File: config.mk
export PLATFORM = sky130hd
export DESIGN_NAME = psi_core
export DESIGN_NICKNAME = d
export VERILOG_FILES = /design/src/verilog/psi_pkg.sv /design/src/verilog/psi_stack_mem.sv /design/src/verilog/psi_core.sv
export SDC_FILE = /design/constraint.sdc
export NUM_CORES = 1
export LEC_CHECK = 0
export ABC_AREA = 1
export ABC_CLOCK_PERIOD_IN_PS = 3720
export BUFFER_PORTS_ARGS = -buffer_cell sky130_fd_sc_hd__buf_2
export CAP_MARGIN = 20
export CORE_ASPECT_RATIO = 0.6
export CORE_MARGIN = 1.5
export CORE_UTILIZATION = 60
export CTS_CLUSTER_SIZE = 20
export DETAILED_ROUTE_END_ITERATION = 8
export GPL_ROUTABILITY_DRIVEN = 1
export PLACE_DENSITY = 0.85
export SLEW_MARGIN = 20
export SYNTH_ARGS = -nofsm -noshare
export SYNTH_HDL_FRONTEND = slang
export SYNTH_HIERARCHICAL = 1
export SYNTH_SLANG_ARGS = --single-unit
export TNS_END_PERCENT = 100
File: constraint.sdc
create_clock -name i_mclk -period 3.72 [get_ports i_mclk]
set_input_delay 0.558 -clock i_mclk [delete_from_list [all_inputs] [get_ports i_mclk]]
set_output_delay 0.558 -clock i_mclk [all_outputs]
set_load 0.05 [all_outputs]
File: src/verilog/psi_pkg.sv
// Package of constants and types for the program counter, stack and indirect addressing block.
package psi_pkg;
	localparam int PC_W      = 13;
	localparam int BYTE_W    = 8;
	localparam int HI_W      = 5;
	localparam int STK_DEPTH = 8;
	localparam int SP_W      = 3;
	localparam int JMP_W     = 11;
	localparam int FADDR_W   = 9;

	localparam logic [PC_W-1:0]    PC_RESET   = 13'h0000;
	localparam logic [PC_W-1:0]    PC_ONE     = 13'h0001;
	localparam logic [SP_W-1:0]    SP_RESET   = 3'h0;
	localparam logic [SP_W-1:0]    SP_ONE     = 3'h1;
	localparam logic [BYTE_W-1:0]  BYTE_ZERO  = 8'h00;
	localparam logic [BYTE_W-1:0]  LATCH_RST  = 8'h00;
	localparam logic [PC_W-1:0]    INT_VECTOR = 13'h0004;
	// Register file address of the indirect window within a bank.
	localparam logic [BYTE_W-1:0]  WINDOW_ADDR = 8'h00;

	typedef enum logic [2:0] {
		PSI_OP_NEXT,
		PSI_OP_HOLD,
		PSI_OP_JUMP,
		PSI_OP_CALL,
		PSI_OP_RET,
		PSI_OP_INT
	} psi_op_t;

	// Control request from the execution logic for one instruction step.
	typedef struct packed {
		logic                 step;
		psi_op_t              op;
		logic [JMP_W-1:0]     target;
	} psi_flow_t;

	// Data-space access request for the register file.
	typedef struct packed {
		logic                 rd;
		logic                 wr;
		logic [BYTE_W-1:0]    addr;
		logic [BYTE_W-1:0]    wdata;
		logic                 bank_bit;
	} psi_dreq_t;

	// Resolved data-space access toward the register file.
	typedef struct packed {
		logic                 rd;
		logic                 wr;
		logic [FADDR_W-1:0]   addr;
		logic [BYTE_W-1:0]    wdata;
		logic                 force_zero;
	} psi_dacc_t;
endpackage

File: src/verilog/psi_stack_mem.sv
// Eight-entry return address memory with a registered read port.
`timescale 1ns/1ps
module psi_stack_mem (
	// Clock and reset
	input  wire logic                        i_mclk,
	input  wire logic                        i_sys_rst,
	// Write port
	input  wire logic                        i_we,
	input  wire logic [psi_pkg::SP_W-1:0]    i_waddr,
	input  wire logic [psi_pkg::PC_W-1:0]    i_wdata,
	// Read port
	input  wire logic [psi_pkg::SP_W-1:0]    i_raddr,
	output logic      [psi_pkg::PC_W-1:0]    o_rdata
);
	import psi_pkg::*;

	logic [PC_W-1:0] mem_q [STK_DEPTH];

	// ==========================================================
	// Storage
	genvar g;
	generate
		for (g = 0; g < STK_DEPTH; g++) begin : g_ent
			always_ff @(posedge i_mclk) begin
				if (i_sys_rst) begin
					mem_q[g] <= PC_RESET;
				end else if (i_we && (i_waddr == SP_W'(g))) begin
					mem_q[g] <= i_wdata;
				end
			end
		end
	endgenerate

	always_ff @(posedge i_mclk) begin
		if (i_sys_rst) begin
			o_rdata <= PC_RESET;
		end else begin
			o_rdata <= mem_q[i_raddr];
		end
	end
endmodule

File: src/verilog/psi_core.sv
// Program counter, circular return stack and indirect address former.
// Operation
// - 13-bit PC: low byte, upper from latch
// - Any reset clears the program counter
// - Low-byte write loads PC[12:8] from latch
// - Call/jump takes latch bits 4:3 on top
// - Eight 13-bit entries, pointer hidden from software
// - Push on call/interrupt, pop on returns
// - Push and pop leave latch unchanged
// - Stack wraps circularly, ninth overwrites first
// - No overflow or underflow indication at all
// - Window access redirects to pointer location
// - Window reading itself returns zero
// - Window writing itself stores nothing
// - Indirect address is bank bit over pointer
`timescale 1ns/1ps
module psi_core (
	// Clock and reset
	input  wire logic                        i_mclk,
	input  wire logic                        i_sys_rst,
	// Instruction flow
	input  wire psi_pkg::psi_flow_t          i_flow,
	// Low-byte write and high latch write
	input  wire logic                        i_pcl_wr,
	input  wire logic [psi_pkg::BYTE_W-1:0]  i_pcl_wdata,
	input  wire logic                        i_latch_wr,
	input  wire logic [psi_pkg::BYTE_W-1:0]  i_latch_wdata,
	// Pointer register write
	input  wire logic                        i_ptr_wr,
	input  wire logic [psi_pkg::BYTE_W-1:0]  i_ptr_wdata,
	// Data access from execution logic
	input  wire psi_pkg::psi_dreq_t          i_dreq,
	// Program counter state and pointer register
	output logic      [psi_pkg::PC_W-1:0]    o_pc,
	output logic      [psi_pkg::BYTE_W-1:0]  o_pc_low_byte,
	output logic      [psi_pkg::BYTE_W-1:0]  o_pc_high_latch,
	output logic      [psi_pkg::BYTE_W-1:0]  o_pointer_register,
	// Resolved data access
	output psi_pkg::psi_dacc_t               o_dacc
);
	import psi_pkg::*;

	logic [PC_W-1:0]   pc_q;
	logic [PC_W-1:0]   pc_d;
	logic [BYTE_W-1:0] latch_q;
	logic [BYTE_W-1:0] ptr_q;
	logic [SP_W-1:0]   sp_q;
	logic [SP_W-1:0]   sp_d;
	logic              pop_pend_q;
	logic [PC_W-1:0]   stk_rdata;
	psi_dacc_t         dacc_q;

	// ==========================================================
	// Decode of the instruction step
	wire is_step    = i_flow.step;
	wire do_call    = is_step && (i_flow.op == PSI_OP_CALL);
	wire do_int     = is_step && (i_flow.op == PSI_OP_INT);
	wire do_jump    = is_step && (i_flow.op == PSI_OP_JUMP);
	wire do_ret     = is_step && (i_flow.op == PSI_OP_RET);
	wire do_next    = is_step && (i_flow.op == PSI_OP_NEXT);
	wire do_push    = do_call || do_int;
	// The returned address is read from the entry below the pointer.
	wire [SP_W-1:0] sp_top  = sp_q - SP_ONE;
	wire [PC_W-1:0] pc_inc  = pc_q + PC_ONE;
	// Call and jump place latch bits 4:3 above the 11-bit target.
	wire [PC_W-1:0] pc_far  = {latch_q[HI_W-1:HI_W-2], i_flow.target};
	// A low-byte write takes all five latch bits as the upper part.
	wire [PC_W-1:0] pc_lwr  = {latch_q[HI_W-1:0], i_pcl_wdata};

	// ==========================================================
	// Next program counter
	always_comb begin
		pc_d = pc_q;
		if (i_pcl_wr) begin
			pc_d = pc_lwr;
		end else if (do_call || do_jump) begin
			pc_d = pc_far;
		end else if (do_int) begin
			pc_d = INT_VECTOR;
		end else if (do_next) begin
			pc_d = pc_inc;
		end
	end

	// Pointer moves freely and wraps with no flag of any kind.
	always_comb begin
		sp_d = sp_q;
		if (do_push) begin
			sp_d = sp_q + SP_ONE;
		end else if (do_ret) begin
			sp_d = sp_top;
		end
	end

	// ==========================================================
	// Stack storage; the pushed value is the return address.
	// The read port always looks at the entry just below the pointer. A return step
	// therefore finds the address it needs already selected, and the registered read
	// hands it over one cycle later.
	psi_stack_mem u_stack (
		.i_mclk    (i_mclk),
		.i_sys_rst (i_sys_rst),
		.i_we      (do_push),
		.i_waddr   (sp_q),
		.i_wdata   (do_call ? pc_inc : pc_q),
		.i_raddr   (sp_top),
		.o_rdata   (stk_rdata)
	);

	// ==========================================================
	// Indirect addressing
	wire win_hit   = (i_dreq.addr == WINDOW_ADDR);
	wire self_ref  = win_hit && (ptr_q == WINDOW_ADDR);
	wire [FADDR_W-1:0] ind_addr = {i_dreq.bank_bit, ptr_q};
	wire [FADDR_W-1:0] dir_addr = {i_dreq.bank_bit, i_dreq.addr};
	psi_dacc_t dacc_d;
	always_comb begin
		dacc_d.addr       = win_hit ? ind_addr : dir_addr;
		dacc_d.rd         = i_dreq.rd && !self_ref;
		dacc_d.wr         = i_dreq.wr && !self_ref;
		dacc_d.wdata      = i_dreq.wdata;
		dacc_d.force_zero = i_dreq.rd && self_ref;
	end

	// ==========================================================
	// State registers
	// A return needs the registered stack read, so the popped address lands one cycle
	// after the return step. The working counter takes it as well as the visible copy,
	// so the next sequential step counts on from the return address.
	wire [PC_W-1:0] pc_nx = pop_pend_q ? stk_rdata : pc_d;

	always_ff @(posedge i_mclk) begin
		if (i_sys_rst) begin
			pc_q <= PC_RESET;
		end else begin
			pc_q <= pc_nx;
		end
	end

	// The stack pointer is internal only; no port shows it.
	always_ff @(posedge i_mclk) begin
		if (i_sys_rst) begin
			sp_q <= SP_RESET;
		end else begin
			sp_q <= sp_d;
		end
	end

	always_ff @(posedge i_mclk) begin
		if (i_sys_rst) begin
			pop_pend_q <= 1'b0;
		end else begin
			pop_pend_q <= do_ret;
		end
	end

	// ==========================================================
	// Software-visible state
	// The latch only changes by software writes, never by stack traffic.
	always_ff @(posedge i_mclk) begin
		if (i_sys_rst) begin
			latch_q <= LATCH_RST;
		end else if (i_latch_wr) begin
			latch_q <= i_latch_wdata;
		end
	end

	always_ff @(posedge i_mclk) begin
		if (i_sys_rst) begin
			ptr_q <= BYTE_ZERO;
		end else if (i_ptr_wr) begin
			ptr_q <= i_ptr_wdata;
		end
	end

	// ==========================================================
	// Output registers
	// Each output but o_dacc is its own flip-flop that mirrors the state it reports; o_dacc is the dacc_q register itself.
	always_ff @(posedge i_mclk) begin
		if (i_sys_rst) begin
			o_pc <= PC_RESET;
		end else begin
			o_pc <= pc_nx;
		end
	end

	always_ff @(posedge i_mclk) begin
		if (i_sys_rst) begin
			o_pc_low_byte <= BYTE_ZERO;
		end else begin
			o_pc_low_byte <= pc_nx[BYTE_W-1:0];
		end
	end

	always_ff @(posedge i_mclk) begin
		if (i_sys_rst) begin
			o_pc_high_latch <= LATCH_RST;
		end else begin
			o_pc_high_latch <= i_latch_wr ? i_latch_wdata : latch_q;
		end
	end

	always_ff @(posedge i_mclk) begin
		if (i_sys_rst) begin
			o_pointer_register <= BYTE_ZERO;
		end else begin
			o_pointer_register <= i_ptr_wr ? i_ptr_wdata : ptr_q;
		end
	end

	always_ff @(posedge i_mclk) begin
		if (i_sys_rst) begin
			dacc_q <= '0;
		end else begin
			dacc_q <= dacc_d;
		end
	end

	assign o_dacc = dacc_q;
endmodule

==> flow_summary.toml, run 1 <==
[outcome]
outcome = "completed"

[drt]
vias_per_cell = 5.52
vias = 7303
firstDrtPassIters = 6
routedWlPerCell_microns = 16.9
antenna_left = 0
wl_mm = 22.4
drc = 0
drt_iter0_drc = 1008

[clock_network]
numClockSinks = 170
cts_buffer_depth = 2
cts-resized-gates = 0
htree_levels = 4
hold_buffers = 0
post_cts_buffers = 0
cts.clk_slew.worst_paths_ns = 0.08
cts_tree = "built"
insertion_delay_ns = 0.44
cts_buffers = 17
root_buffer = "clkbuf_16"

[sta]
rsz0062_at_grt = "false"
max_freq_mhz = 400
fin_skew_ns = 0.0144
tns_ns = 0
hold_viol_final = 0
slew_headroom = 0.304
period_share = 0.672
fin_hold_ws_ns = 0.315
timing.final.ws_setup_ns = 1.22
setup_viol = 0
period_needed_ns = 2.50
tightest_slew_ns = 1.04
maxSlewViolCount = 0

[synthesis]
synth-edff-count = 104
avgSynthCellArea_sq_um = 7.99
syn_area_sq_mm = 0.00835
syn-num-nets = 1110
ys_types = 33
synth_most_common_cell = "nand2_1"
yosysSeqAreaShare = 0.532
synth_cells = 1044
ys_ff_latch = 170
ys_top_cells_by_count = "226 x nand2_1, 186 x nor2_1, 169 x inv_1"
yosys_most_used_dff = "edfxtp_1"
yosysWarnings = 6
synthTopCellsByArea = "edfxtp_1 37%, dfxtp_1 16%, nand2_1 10%"
synth_top_area_cell = "edfxtp_1"
synth_top_cell_area_share = 0.374
ys_async_sr_fraction = 0

[placed_design]
gp_congestion = 0.926
numPortBuffers = 119
dp_slack_ns = 0.963
dp_hpwl_mm = 15.3

[worst_setup_path]
critical_path_class = "in2reg"
worst-endpoint-required_ns = 3.89
cp_max_fo = 21
crit_arrival_ns = 2.67
reg2reg_slack_ns = 1.29
cp-end-kind = "flop"
cp-start-kind = "input pin"

[floorplan]
design.core.area_sq_mm = 0.0136
die_y_microns = 94.4
die_area_sq_mm = 0.0147
io_pins = 120
rows = 33
die_width_microns = 155
start_util = 0.613

[global_routing]
grt_max_degree = 53
antenna_found_initial = 2
grt_overflow = 0
track_usage = 0.313
grt_pass1_wl_mm = 34.0
grt_pass1_vias = 6343

[final_layout]
drive_gt1_frac = 0.170
fin_nets = 1200
area_growth_pct = 13.1

[pwr]
power.total_mw = 4.73
leakage_nw = 4.39
power.density_mw_per_mm2 = 502
ir_drop_mv = 0.340

[worst_hold_path]
hp-class = "in2reg"

[job]
maxCapViolations = 0
## cell usage in the layout, fill, tap and decap left out, types with 5 or more instances in the layout
cell and count:
a21oi_1 27, a31oi_1 6, buf_2 119, buf_4 5, clkbuf_16 17, dfxtp_1 66
edfxtp_1 104, inv_1 169, inv_2 9, inv_8 5, nand2_1 226, nand3_1 95
nand3_2 9, nor2_1 186, nor2_2 11, o21ai_0 45, o21ai_1 6
## path summary, 6_finish.rpt
check,start,depth (start not counted),to
worst max-delay path,i_flow[14],8,u_stack/mem_q[6][5]
worst min-delay path,i_dreq[4],3,o_dacc[4]
worst max register to register,sp_q[0],8,u_stack/o_rdata[9]
worst min register to register,o_pc_high_latch[2],2,o_pc_high_latch[2]
## critical path, stage by stage
cell     delay (ns)
buf_2          0.13
nand2_1        0.10
nor2_2         0.44
nand2_2        0.23
inv_1          0.50
o21ai_0        0.21
inv_1          0.36
nor2_1         0.11
## per-layer routing
metal,up-vias,part of all wire,track usage
li1,3437,-,-
met1,3366,0.42,0.452
met2,447,0.43,0.452
met3,51,0.14,0.106
met4,2,0.016,0.0849
met5,-,0.00058,0
## through the flow
stage / instance area, sq um / util / cells
floorplan: 8350 / - / 1044
global placement: 8840 / 0.649 / 1290
detailed placement: 8840 / 0.649 / 1290
CTS: 9440 / 0.692 / 1322
global route: 9440 / 0.693 / 1323
finish: 9440 / 0.693 / 1323
## cell type report
type | count | area [sq um]
clock inverters | 15 | 171
well taps | 175 | 219
multi-input cells | 643 | 2870
clock buffers | 17 | 425
fillers | 1049 | 4190
inverters | 178 | 668
diodes | 1 | 2.50
flip-flops and latches | 170 | 4440
repair buffers | 124 | 633
## where the power goes
group | switching (mW) | total (mW) | internal (mW)
combinational | 0.605 | 0.798 | 0.193
clock | 0.858 | 1.77 | 0.910
sequential | 0.0655 | 2.17 | 2.10
total | 1.53 | 4.73 | 3.20
## logic make-up after synthesis
logic type,after synthesis,synth area share
buffers and inverters,231,0.124
flip-flops,170,0.532
AO/OA/AOI/OAI,89,0.0555
XOR/XNOR,6,0.00630
adder cells (fa/ha/maj),3,0.00450
AND/OR/NAND/NOR,545,0.277
## state kept, by name, summed over array words and instances (netlist names)
name	flops
u_stack/mem_q	104
o_pc_high_latch	8
pop_pend_q	1
o_pointer_register	8
o_pc	13
sp_q	3
o_dacc	20
u_stack/o_rdata	13
Note: power is estimated with default switching activity, not from simulation.
==> run 2, diff against run 1 <==
--- a/config.mk
+++ b/config.mk
@@ -5,17 +5,17 @@
 export SDC_FILE = /design/constraint.sdc
 export NUM_CORES = 1
 export LEC_CHECK = 0
-export ABC_AREA = 1
-export ABC_CLOCK_PERIOD_IN_PS = 3720
+export ABC_AREA = 0
+export ABC_CLOCK_PERIOD_IN_PS = 2100
 export BUFFER_PORTS_ARGS = -buffer_cell sky130_fd_sc_hd__buf_2
 export CAP_MARGIN = 20
 export CORE_ASPECT_RATIO = 0.6
 export CORE_MARGIN = 1.5
-export CORE_UTILIZATION = 60
+export CORE_UTILIZATION = 52
 export CTS_CLUSTER_SIZE = 20
 export DETAILED_ROUTE_END_ITERATION = 8
 export GPL_ROUTABILITY_DRIVEN = 1
-export PLACE_DENSITY = 0.85
+export PLACE_DENSITY = 0.79
 export SLEW_MARGIN = 20
 export SYNTH_ARGS = -nofsm -noshare
 export SYNTH_HDL_FRONTEND = slang
==> constraint.sdc (replaced) <==
create_clock -name i_mclk -period 2.1 [get_ports i_mclk]
set_input_delay 0.315 -clock i_mclk [delete_from_list [all_inputs] [get_ports i_mclk]]
set_output_delay 0.315 -clock i_mclk [all_outputs]
set_load 0.05 [all_outputs]
==> run 2 against run 1 <==
Register-to-register slack worse by 1.3 ns. Die area increased by 9.0%. Critical path depth decreased by 1. Highest routed layer is now met4. Routed wire length fell by 2.5%. Clock power grew 73%. Final area up 1.8%. Via count fell by 18%. Setup slack got worse by 1.2 ns. Flip-flop and latch count is the same. Combinational power grew 69%. Hold slack worse by 0.22 ns.
==> flow_summary.toml, run 2 <==
[synthesis]
synth-edff-count = 104
synth_most_common_cell = "and2_1"
yosys_most_used_dff = "edfxtp_1"
synth_cells = 652
yosysWarnings = 6
avgSynthCellArea_sq_um = 12.1
ys_ff_latch = 170
synth_top_cell_area_share = 0.395
ys_top_cells_by_count = "105 x and2_1, 104 x edfxtp_1, 66 x dfxtp_1"
syn-num-nets = 718
ys_async_sr_fraction = 0
ys_types = 63
synth_top_area_cell = "edfxtp_1"
synthTopCellsByArea = "edfxtp_1 40%, dfxtp_1 17%, and2_1 8.3%"
yosysSeqAreaShare = 0.563
syn_area_sq_mm = 0.00790

[clock_network]
cts_tree = "built"
numClockSinks = 170
cts.clk_slew.worst_paths_ns = 0.07
cts_buffer_depth = 2
post_cts_buffers = 0
insertion_delay_ns = 0.43
cts_buffers = 17
htree_levels = 4
root_buffer = "clkbuf_16"

[worst_setup_path]
crit_arrival_ns = 2.38
cp_max_fo = 6
r2r_start = "sp_q[0]"
critical_path_class = "reg2reg"
cp-end-kind = "flop"
r2r_cells = 7
worst-endpoint-required_ns = 2.40
crit_start = "sp_q[0]"
crit_path_end = "u_stack/o_rdata[3]"
reg2reg_slack_ns = 0.02
r2r-end = "u_stack/o_rdata[3]"
cp-start-kind = "flop"

[final_layout]
diodes = 0
regArea_sq_mm = 0.00445
regMostFlops = "u_stack/mem_q"
area_growth_pct = 21.7
final_cell_mix = "119 x buf_2, 105 x and2_1, 104 x edfxtp_1, 62 x dfxtp_1, 61 x nor2_1"
layout_commonest_cell = "buf_2"
multiInputGateArea_sq_mm = 0.00319
final_area_sq_mm = 0.00961
final_util = 0.655
fin_nets = 857
fill_cells = 1084
largest_reg_flops = 104
drive_gt1_frac = 0.307

[sta]
setup_viol = 0
period_share = 0.990
tightest_slew_ns = 0.921
hold_viol_final = 0
max_freq_mhz = 481
slew_headroom = 0.380
fin_skew_ns = 0.0191
fin_hold_ws_ns = 0.0949
period_needed_ns = 2.08
maxSlewViolCount = 0

[pwr]
power.total_mw = 8.20
ir_drop_mv = 0.501
power.density_mw_per_mm2 = 854
leakage_nw = 4.06

[floorplan]
design.core.area_sq_mm = 0.0147
rows = 34
die_y_microns = 98.5
start_util = 0.538
io_pins = 120
die_width_microns = 162
die_area_sq_mm = 0.0160

[drt]
wl_mm = 21.8
firstDrtPassIters = 5
vias_per_cell = 5.95
drc = 0
drt_iter0_drc = 628
routedWlPerCell_microns = 21.8
vias = 5960
antenna_left = 0

[placed_design]
placed_area_sq_mm = 0.00893
numPortBuffers = 119
dp_hpwl_mm = 14.7
gp_congestion = 0.952

[global_routing]
grt_pass1_vias = 5916
grt_max_degree = 29
grt_pass1_wl_mm = 33.1
antenna_found_initial = 0
track_usage = 0.279
grt_overflow = 0

[job]
maxCapViolations = 0

[outcome]
outcome = "completed"

[worst_hold_path]
hp-class = "in2reg"
[run 2: per-layer routing]
layer / up-vias / global-route usage / share of wire
met5: - / 0 / 0
met4: 0 / 0.0727 / 0.023
met3: 51 / 0.0686 / 0.099
met2: 354 / 0.429 / 0.45
met1: 2923 / 0.400 / 0.43
li1: 2632 / - / -
[run 2: worst max-delay path, cell delays in order, from the launching register on]
cell and delay (ns):
dfxtp_1 0.34, inv_1 0.07, ha_1 0.34, inv_4 0.14, clkbuf_16 0.18, mux4_2 0.50, mux2i_1 0.28, nor2_1 0.09
[run 2: power breakdown]
group          internal [mW]  switching (mW)  leakage, nW
sequential              3.70          0.0901         1.62
clock                   1.69            1.37        0.288
combinational          0.507           0.845         2.14
[run 2: area by class of cell]
cell class / count / share of cell area
Sequential cell: 170 / 0.463
Multi-Input combinational cell: 425 / 0.332
Timing Repair Buffer: 167 / 0.115
Clock buffer: 20 / 0.0499
Tap cell: 198 / 0.0258
Clock inverter: 12 / 0.0102
Inverter: 10 / 0.00417
[run 2: how the worst min path moves through the flow]
stage	from	end	slack, ns	depth (start not counted)
finish	i_dreq[0]	o_dacc[17]	0.09	2
global placement	o_pc_high_latch[7]	o_pc_high_latch[7]	0.47	2
floorplan	i_sys_rst	u_stack/o_rdata[5]	0.39	1
detailed placement	o_pc_high_latch[7]	o_pc_high_latch[7]	0.48	2
CTS	i_dreq[0]	o_dacc[17]	0.09	2
global route	i_dreq[4]	o_dacc[4]	0.09	2
[run 2: logic make-up after synthesis]
logic type / synth area share
adder cells (fa/ha/maj): 0.00475
AND/OR/NAND/NOR: 0.187
AO/OA/AOI/OAI: 0.0702
buffers and inverters: 0.0418
flip-flops: 0.563
multiplexers: 0.113
XOR/XNOR: 0.0211
[run 2: what timing repair did]
action / in CTS / in global routing
resized for setup: 0 / 11
hold buffers: 0 / 0
endpoints found under the setup margin: 0 / 57
[run 2: per-stage QoR]
step | std cells | worst slack, ns | TNS, ns
2_1_floorplan | 652 | -0.165 | -12.53
3_3_place_gp | 968 | 0.0801 | 0
3_5_place_dp | 968 | -0.0603 | -0.433
4_1_cts | 1000 | 0.0164 | 0
5_1_grt | 1002 | -0.0132 | -0.0579
6_report | 1002 | 0.0210 | 0
